[src/core/motion_cfg.svh]
`ifndef MOTION_CFG_SVH
`define MOTION_CFG_SVH

// command codes, contiguous so one compare finds unknown codes
`define CMD_W 4
`define CMD_MOVE_TO 4'h0
`define CMD_SHIFT 4'h1
`define CMD_ZERO 4'h2
`define CMD_STOP 4'h3
`define CMD_IMM_STOP 4'h4
`define CMD_LEFT 4'h5
`define CMD_RIGHT 4'h6
`define CMD_LEFT_BORDER 4'h7
`define CMD_RIGHT_BORDER 4'h8
`define CMD_HOMING 4'h9
`define CMD_LOFT 4'hA
`define CMD_SOFT_STOP 4'hB
`define CMD_LAST 4'hB

// command checksum: crc-8, msb first over code then value
`define CRC_W 8
`define CRC_POLY 8'h07
`define CRC_INIT 8'h00

// bit positions in the sticky flag bank
`define FLAG_W 9
`define F_MOTION 0
`define F_UNKNOWN 1
`define F_INTEGRITY 2
`define F_VALUE 3
`define F_EXT 4
`define F_ALGO 5
`define F_SLIP 6
`define F_HOMED 7
`define F_HOT 8

// width of the software error clear vector (bits F_MOTION..F_SLIP)
`define CLR_W 7
`define PIN_W 7

`endif

[src/core/motion_pkg.sv]
package motion_pkg;

   // command reported as last executed or executing
   typedef enum logic [3:0] {
      lc_move_to, lc_shift, lc_move_left, lc_move_right, lc_stop,
      lc_homing, lc_loft, lc_soft_stop, lc_unknown
   } last_cmd_e;

   // winding power state
   typedef enum logic [2:0] {
      pw_off, pw_short, pw_norm, pw_reduced, pw_max
   } power_e;

   // encoder health
   typedef enum logic [2:0] {
      enc_absent, enc_unknown, enc_fault, enc_reversed, enc_ok
   } encoder_e;

endpackage

[src/core/flag_bank.sv]
`timescale 1ns/1ps
`include "motion_cfg.svh"

// bank of sticky flags; a set in the same cycle as a clear wins
module flag_bank #(
   parameter int W = `FLAG_W
) (
   // clock and reset
   input wire logic clock,
   input wire logic rstn,
   // per-bit set and clear
   input wire logic [W-1:0] set,
   input wire logic [W-1:0] clr,
   // flag state
   output logic [W-1:0] q
);

   logic [W-1:0] next_q;

   // set has priority so no event is lost under a clear
   assign next_q = set | (q & ~clr);

   always_ff @(posedge clock or negedge rstn)
   begin
      if (!rstn)
         q <= '0;
      else
         q <= next_q;
   end

endmodule

[src/core/motion_status.sv]
// Functional notes
// - move and shift are computed from the stored target, not measured position.
// - move loads the value into target; shift adds the offset to target.
// - zero clears target only when no movement is in progress.
// - stop, jogs and border moves leave the target unchanged.
// - supply voltage outside its allowed window enters alarm.
// - supply current above its limit enters alarm.
// - board temperature above its limit enters alarm.
// - without latching, alarm drops once all causes have ended.
// - with latching, alarm persists until the host sends immediate stop.
// - immediate stop halts motion, resets alarm unless a cause is still live, empties the sync buffer.
// - report last command from a fixed set, plus motion command error.
// - report winding power state as one of five values.
// - expose seven live input pin flags.
// - homed set on homing success, cleared when calibration is lost.
// - report encoder state as one of five codes.
// - driver overheat raises a flag and inhibits control until cooled.
// - with position control on, large encoder-step difference sets slip.
// - unrecognised command code sets the unknown command error.
// - checksum mismatch sets integrity error and the command is dropped.
// - out of range values are clamped, applied, and flagged.
// - external input error when the pin is asserted and enabled.
// - control algorithm failure sets its error flag.
`timescale 1ns/1ps
`include "motion_cfg.svh"

module motion_status #(
   parameter int POS_W = 32,
   parameter int MON_W = 16
) (
   // clock and reset
   input wire logic clock,
   input wire logic rstn,
   // command port, one command per cycle while cmd_valid is high
   input wire logic cmd_valid,
   input wire logic [`CMD_W-1:0] cmd_code,
   input wire logic signed [POS_W-1:0] cmd_value,
   input wire logic [`CRC_W-1:0] cmd_crc,
   input wire logic signed [POS_W-1:0] value_min,
   input wire logic signed [POS_W-1:0] value_max,
   // motion feedback
   input wire logic moving,
   input wire logic homing_done,
   input wire logic calibration_lost,
   // supply monitor and its limits
   input wire logic [MON_W-1:0] supply_voltage,
   input wire logic [MON_W-1:0] supply_current,
   input wire logic [MON_W-1:0] board_temp,
   input wire logic [MON_W-1:0] volt_min,
   input wire logic [MON_W-1:0] volt_max,
   input wire logic [MON_W-1:0] current_max,
   input wire logic [MON_W-1:0] temp_max,
   input wire logic sticky_alarm_en,
   // driver
   input wire motion_pkg::power_e power_request,
   input wire logic driver_hot,
   input wire logic driver_cooled,
   // live pins: left, right, gpio, brake, revolution, sync in, sync out
   input wire logic [`PIN_W-1:0] pins,
   // encoder and position control
   input wire logic encoder_present,
   input wire logic encoder_known,
   input wire logic encoder_fault,
   input wire logic encoder_reversed,
   input wire logic position_control_en,
   input wire logic signed [POS_W-1:0] encoder_position,
   input wire logic signed [POS_W-1:0] step_position,
   input wire logic [POS_W-1:0] slip_threshold,
   // error sources and software clear
   input wire logic external_io_signal,
   input wire logic external_io_signal_error_en,
   input wire logic algorithm_fail,
   input wire logic [`CLR_W-1:0] error_clear,
   // motion outputs
   output logic signed [POS_W-1:0] target_position,
   output logic halt,
   output logic sync_buffer_clear,
   output logic motor_enable,
   output logic alarm,
   // status outputs
   output motion_pkg::last_cmd_e last_command,
   output motion_pkg::power_e winding_state,
   output motion_pkg::encoder_e encoder_state,
   output logic [`PIN_W-1:0] input_flags,
   output logic motion_command_error,
   output logic homed_flag,
   output logic driver_overheat_flag,
   output logic slip_flag,
   output logic unknown_command_error,
   output logic integrity_error,
   output logic value_range_error,
   output logic external_input_error,
   output logic control_algorithm_error
);
   import motion_pkg::*;

   localparam int CRC_IN = `CMD_W + POS_W;

   // crc-8 over code and value, msb first
   function automatic logic [`CRC_W-1:0] crc8(input logic [CRC_IN-1:0] d);
      logic [`CRC_W-1:0] c;
      logic fb;
      c = `CRC_INIT;
      for (int i = CRC_IN - 1; i >= 0; i--)
      begin
         fb = c[`CRC_W-1] ^ d[i];
         c = {c[`CRC_W-2:0], 1'b0};
         if (fb)
            c = c ^ `CRC_POLY;
      end
      return c;
   endfunction

   // command map onto the reported set
   function automatic last_cmd_e map_cmd(input logic [`CMD_W-1:0] c);
      case (c)
         `CMD_MOVE_TO: map_cmd = lc_move_to;
         `CMD_SHIFT: map_cmd = lc_shift;
         `CMD_STOP, `CMD_IMM_STOP: map_cmd = lc_stop;
         `CMD_LEFT, `CMD_LEFT_BORDER: map_cmd = lc_move_left;
         `CMD_RIGHT, `CMD_RIGHT_BORDER: map_cmd = lc_move_right;
         `CMD_HOMING: map_cmd = lc_homing;
         `CMD_LOFT: map_cmd = lc_loft;
         `CMD_SOFT_STOP: map_cmd = lc_soft_stop;
         default: map_cmd = lc_unknown;
      endcase
   endfunction

   // command decode; a bad checksum drops the whole command
   logic crc_ok;
   logic cmd_take;
   logic known_cmd;
   logic cmd_exec;
   logic is_move;
   logic is_shift;
   logic is_zero;
   logic is_istop;
   logic is_motion;
   assign crc_ok = crc8({cmd_code, cmd_value}) == cmd_crc;
   assign cmd_take = cmd_valid & crc_ok;
   assign known_cmd = cmd_code <= `CMD_LAST;
   assign cmd_exec = cmd_take & known_cmd;
   assign is_move = cmd_exec & (cmd_code == `CMD_MOVE_TO);
   assign is_shift = cmd_exec & (cmd_code == `CMD_SHIFT);
   assign is_zero = cmd_exec & (cmd_code == `CMD_ZERO);
   assign is_istop = cmd_exec & (cmd_code == `CMD_IMM_STOP);
   assign is_motion = cmd_exec & ~is_zero & ~is_istop
      & (cmd_code != `CMD_STOP) & (cmd_code != `CMD_SOFT_STOP);

   // clamp parameter into its valid window; the corrected value is used
   logic signed [POS_W-1:0] clamped;
   logic value_bad;
   assign clamped = (cmd_value < value_min) ? value_min
      : (cmd_value > value_max) ? value_max : cmd_value;
   assign value_bad = (is_move | is_shift) & (clamped != cmd_value);

   // target arithmetic wraps in two's complement like the counter it tracks
   logic signed [POS_W-1:0] shift_sum;
   logic signed [POS_W-1:0] next_target;
   assign shift_sum = target_position + clamped;
   assign next_target = is_move ? clamped
      : is_shift ? shift_sum
      : (is_zero & ~moving) ? '0
      : target_position;

   always_ff @(posedge clock or negedge rstn)
   begin
      if (!rstn)
         target_position <= '0;
      else
         target_position <= next_target;
   end

   // alarm causes from the supply and board monitors
   logic volt_bad;
   logic curr_bad;
   logic temp_bad;
   logic alarm_cause;
   logic next_alarm;
   assign volt_bad = (supply_voltage < volt_min) | (supply_voltage > volt_max);
   assign curr_bad = supply_current > current_max;
   assign temp_bad = board_temp > temp_max;
   assign alarm_cause = volt_bad | curr_bad | temp_bad;
   // a live cause beats the stop, otherwise the alarm would flicker off
   assign next_alarm = alarm_cause
      | (alarm & sticky_alarm_en & ~is_istop);

   always_ff @(posedge clock or negedge rstn)
   begin
      if (!rstn)
         alarm <= 1'b0;
      else
         alarm <= next_alarm;
   end

   // immediate stop strobes, registered one-cycle pulses
   always_ff @(posedge clock or negedge rstn)
   begin
      if (!rstn)
      begin
         halt <= 1'b0;
         sync_buffer_clear <= 1'b0;
      end
      else
      begin
         halt <= is_istop;
         sync_buffer_clear <= is_istop;
      end
   end

   // control is inhibited while in alarm or until the driver cools
   assign motor_enable = ~alarm & ~driver_overheat_flag;

   // slip: magnitude of encoder minus step position, one bit wider
   logic signed [POS_W:0] pos_diff;
   logic [POS_W:0] pos_mag;
   logic slip_hit;
   assign pos_diff = {encoder_position[POS_W-1], encoder_position}
      - {step_position[POS_W-1], step_position};
   assign pos_mag = pos_diff[POS_W] ? -pos_diff : pos_diff;
   assign slip_hit = position_control_en & (pos_mag > {1'b0, slip_threshold});

   // sticky flags; software clears the error bits, hardware clears homed
   // and overheat
   logic [`FLAG_W-1:0] flag_set;
   logic [`FLAG_W-1:0] flag_clr;
   logic [`FLAG_W-1:0] flags;
   assign flag_set[`F_MOTION] = is_motion & ~motor_enable;
   assign flag_set[`F_UNKNOWN] = cmd_take & ~known_cmd;
   assign flag_set[`F_INTEGRITY] = cmd_valid & ~crc_ok;
   assign flag_set[`F_VALUE] = value_bad;
   assign flag_set[`F_EXT] = external_io_signal & external_io_signal_error_en;
   assign flag_set[`F_ALGO] = algorithm_fail;
   assign flag_set[`F_SLIP] = slip_hit;
   assign flag_set[`F_HOMED] = homing_done;
   assign flag_set[`F_HOT] = driver_hot;
   assign flag_clr[`CLR_W-1:0] = error_clear;
   assign flag_clr[`F_HOMED] = calibration_lost | is_istop;
   assign flag_clr[`F_HOT] = driver_cooled;

   flag_bank #(
      .W(`FLAG_W)
   ) u_flags (
      .clock(clock),
      .rstn(rstn),
      .set(flag_set),
      .clr(flag_clr),
      .q(flags)
   );

   assign motion_command_error = flags[`F_MOTION];
   assign unknown_command_error = flags[`F_UNKNOWN];
   assign integrity_error = flags[`F_INTEGRITY];
   assign value_range_error = flags[`F_VALUE];
   assign external_input_error = flags[`F_EXT];
   assign control_algorithm_error = flags[`F_ALGO];
   assign slip_flag = flags[`F_SLIP];
   assign homed_flag = flags[`F_HOMED];
   assign driver_overheat_flag = flags[`F_HOT];

   // reported states; zero leaves the last command as it was
   encoder_e next_encoder;
   last_cmd_e next_last;
   power_e next_power;
   assign next_encoder = ~encoder_present ? enc_absent
      : ~encoder_known ? enc_unknown
      : encoder_fault ? enc_fault
      : encoder_reversed ? enc_reversed : enc_ok;
   assign next_last = (cmd_take & ~is_zero) ? map_cmd(cmd_code) : last_command;
   assign next_power = motor_enable ? power_request : pw_off;

   always_ff @(posedge clock or negedge rstn)
   begin
      if (!rstn)
      begin
         last_command <= lc_unknown;
         winding_state <= pw_off;
         encoder_state <= enc_absent;
         input_flags <= '0;
      end
      else
      begin
         last_command <= next_last;
         winding_state <= next_power;
         encoder_state <= next_encoder;
         input_flags <= pins;
      end
   end
endmodule

[config.mk]
export PLATFORM = sky130hd
export DESIGN_NAME = motion_status
export DESIGN_NICKNAME = d
export VERILOG_FILES = /design/src/core/motion_pkg.sv /design/src/core/flag_bank.sv /design/src/core/motion_status.sv
export VERILOG_INCLUDE_DIRS = /design/src /design/src/core
export SDC_FILE = /design/constraint.sdc
export NUM_CORES = 1
export LEC_CHECK = 0
export ABC_AREA = 1
export BUFFER_PORTS_ARGS = -buffer_cell sky130_fd_sc_hd__buf_2
export CAP_MARGIN = 20
export CORE_AREA = 2 2 158 160
export DETAILED_ROUTE_END_ITERATION = 10
export DIE_AREA = 0 0 160 162
export GPL_ROUTABILITY_DRIVEN = 0
export MAX_ROUTING_LAYER = met4
export PLACE_DENSITY_LB_ADDON = 0.1
export SYNTH_ARGS = -nofsm -noshare
export SYNTH_HDL_FRONTEND = slang
export SYNTH_SLANG_ARGS = --single-unit
[constraint.sdc]
create_clock -name clock -period 6 [get_ports clock]
set_input_delay 0.9 -clock clock [delete_from_list [all_inputs] [get_ports clock]]
set_output_delay 0.9 -clock clock [all_outputs]
set_load 0.01 [all_outputs]
==> impl_results.md <==
* Row cnt at 57
* Initial core utilization at 0.588
* Delay of the slowest cell on the worst path at 0.32 ns
* CP top delay family: compound AO/OA/AOI/OAI gates
* Initial antenna violation count at 13
* Psw at 1740 uW
* CTS tree: yes
* CTS root buf: clkbuf_16
* Post-Syn Area at 0.0142 mm^2
* Post-synth net total at 2969
* Crit Path Max Fanout at 5
* All-Layer GR Usage at 0.385
* Initial drt markers at 1678
* CP bufs+invs at 5
* Crit-path most repeated cell: nand2_1
* Mux cell area share after synthesis at 0
* P_leak at 0.0107 uW
* Hold wc startpoint: u_flags.q[7]$_DFF_PN0_
* CTS Hold Bufs at 0
* Die Ht at 162 um
* Final ANT Viol Nets at 0
* Layout cells sized above 1 at 0.193
* Crit path launch: cmd_value[25]
* Register bit total from synthesis at 60
* Worst vdd ir at 0.000146 V
* Number of setup buffers added after CTS at 0
* Tcrit/Tclk final at 0.925
* Sequential share of power at 0.153
* Critical path arrival at 5.79 ns
* Number of buffers added on ports at 411
* Clock tree buffer depth at 2
* Clk sinks at 60
* GRT Residual Overflow at 0
* DRC Markers at 0
* Post-DP HPWL at 42600 um
* Final setup viols at 0
* CTS H-tree lvls at 3
* Worst Clk Skew at 0.0110 ns
* Slowest stage cell, crit path: ha_1
* Worst Hold Class: register to register
* Library cells used by synthesis at 50
* Crit path time final at 5.55 ns
* Switch share at 0.515
* Startpoint Class: input pin
* Worst EP required at 6.24 ns
* Comb pwr share at 0.687
* Status: finished, final reports clean
* WS Path Type: input pin to register
* Worst-Skew Late Latency at 0.35 ns
* Vias in the first global route at 16423
* Setup tns final at 0 ns
* Seq/Total Area, Yosys at 0.106
* Max Freq at 180 MHz
* Worst r2r src: target_position[0]$_DFFE_PN0P_
* Int Pwr at 1640 uW
* CTS clk-pin slew, worst paths at 0.06 ns
* CTS Buf Count at 9
* Total power at 3380 uW
* Worst-Margin Slew at 0.815 ns
* Main combinational cell family by area after synthesis: simple AND/OR/NAND/NOR gates
* Largest net degree at the start of global routing at 66
* Pins Over Slew Limit at 0
* Gate Count Post-Synth at 2387
* Vias at 17562
* Max-Cap Viols at 0
* Post-Synth XOR/XNOR Area at 0.0507
* Compound-cell area share of the yosys netlist at 0.127
* Synthesized area per cell at 5.93 um^2
* Final wirelength at 50000 um
* Ys flop type: dfrtp_1
* PwrDens at 197 mW/mm^2
* Vias/cell at 5.55
* Die Wd at 160 um
* Async SR Flop Fraction at 1.00
* Simple-Gate Fraction of Synth Area at 0.375
* Wire per inst at 15.8 um
* Clock network fraction of design power at 0.160
* Total Nets Final at 3402
* 1st-pass router iterations at 5
* Post-layout util at 0.712
* CP endpoint kind: register
* CORE AREA at 0.0241 mm^2
* EDFF count, synth at 0
* CTS resizes at 0
* Hold Fails Final Rpt at 0
* First-pass GRT wire length at 78900 um
* Synth warn at 0
* IO Count at 412
* Max-Slew Margin vs Limit at 0.457
* Total die area at 0.0259 mm^2
* Area growth syn-to-layout at 21.2%
* Post-Synth Adder-Cell Area at 0.206
cells by family (layout without fill, tap and decap cells):
| family | count (synthesis) | count (layout) |
|---|---|---|
| AND/OR/NAND/NOR | 1219 | 1219 |
| buffers and inverters | 486 | 924 |
| AO/OA/AOI/OAI | 308 | 308 |
| adder cells (fa/ha/maj) | 232 | 232 |
| XOR/XNOR | 82 | 82 |
| flip-flops | 60 | 60 |
| other | 0 | 13 |
sequential cells by signal, summed over array words and instances, names as in the netlist:
name	cells
encoder_state	3
winding_state	3
last_command	4
u_flags.q	9
target_position	32
alarm	1
input_flags	7
sync_buffer_clear	1
stage by stage:
step / std cells / area, um^2 / hold slack [ns] / worst slack (ns)
floorplan: 2387 / 14200 / 0.495 / 0.329
global route: 3162 / 17200 / 0.520 / -0.0350
detailed placement: 3133 / 16800 / 0.469 / -0.214
finish: 3162 / 17200 / 0.487 / 0.451
CTS: 3149 / 17100 / 0.485 / 0.104
global placement: 3133 / 16800 / 0.462 / -0.170
layout by cell type, fill, tap and decap left out, types with 10 or more instances in the layout:
cell,n
xor2_1,57
a21o_1,10
diode_2,13
nand2_2,26
buf_2,411
o21a_1,11
o21ai_0,55
dfrtp_1,59
nand3b_1,10
nor3_1,27
inv_2,14
nor2_1,118
nand4_1,64
o211ai_1,22
nor4_1,10
inv_1,434
a21oi_1,145
buf_4,47
ha_1,230
o221ai_1,11
xnor2_1,23
nand2_1,698
nand3_1,241
final timing paths:
path                                                   end  slack [ns]  cells after the start
setup / recovery           target_position[27]$_DFFE_PN0P_        0.45                     35
hold / removal                      u_flags.q[7]$_DFF_PN0_        0.49                      1
setup reg to reg           target_position[22]$_DFFE_PN0P_        2.65                     19
hold reg to reg                     u_flags.q[7]$_DFF_PN0_        0.49                      1
max in group asynchronous  target_position[23]$_DFFE_PN0P_        4.73                      2
min in group asynchronous           u_flags.q[1]$_DFF_PN0_        0.72                      2
cells in the mapped netlist (all sizes together) (4+ instances only):
master | count | area share
dfrtp | 59 | 0.10
o21bai | 6 | 0.0032
a21o | 10 | 0.0053
nor4 | 11 | 0.0049
inv | 448 | 0.12
nor3 | 30 | 0.011
xnor2 | 25 | 0.015
nand2 | 727 | 0.20
o221ai | 12 | 0.0074
nand4 | 64 | 0.028
a31oi | 5 | 0.0022
a211oi | 4 | 0.0021
a21boi | 10 | 0.0053
xor2 | 57 | 0.035
o211ai | 22 | 0.012
nand3 | 249 | 0.091
o21ai | 66 | 0.023
ha | 230 | 0.20
clkbuf | 18 | 0.0048
nand3b | 10 | 0.0053
nor2 | 122 | 0.034
a21oi | 146 | 0.052
o21a | 11 | 0.0058
buf | 18 | 0.010
worst register-to-register path, stage by stage, from the launching register on:
cell,delay (ns)
dfrtp_1,0.39
ha_1,0.19
inv_1,0.06
fa_1,0.37
nand3b_1,0.17
nand2_1,0.10
a21oi_1,0.09
o21ai_1,0.23
a21boi_0,0.19
o21ai_1,0.25
a21oi_1,0.13
o21ai_1,0.19
a21boi_1,0.15
o21ai_1,0.19
buf_4,0.14
xor2_1,0.14
nand4_1,0.11
nand2_1,0.11
inv_1,0.04
nand2_1,0.06
final cells by class:
cell class,instances,area (um^2)
Multi-Input combinational cell,1841,10800
Sequential cell,60,1500
Tap cell,324,405
Clock inverter,7,76.3
Timing Repair Buffer,458,2410
Clock buffer,9,225
Fill cell,2281,6940
Inverter,450,1690
Antenna cell,13,32.5
power by group through the flow:
stage          Clock [uW]  Sequential [uW]  Combinational, uW
6_report              540              517               2320
5_1_grt               568              521               2600
4_1_cts               549              514               2270
3_5_place_dp            0              519               2260
3_3_place_gp            0              520               2180
2_1_floorplan           0              526               1550
routing by layer:
layer | routed length [um] | global-route usage | part of all wire | up-vias
met2 | 22300 | 0.612 | 0.45 | 860
met1 | 20600 | 0.487 | 0.41 | 7854
li1 | - | - | - | 8687
met4 | 2600 | 0.178 | 0.052 | 0
met3 | 4540 | 0.0549 | 0.091 | 161
met5 | 0 | - | 0 | -
Power figures use the tool's default switching activity.
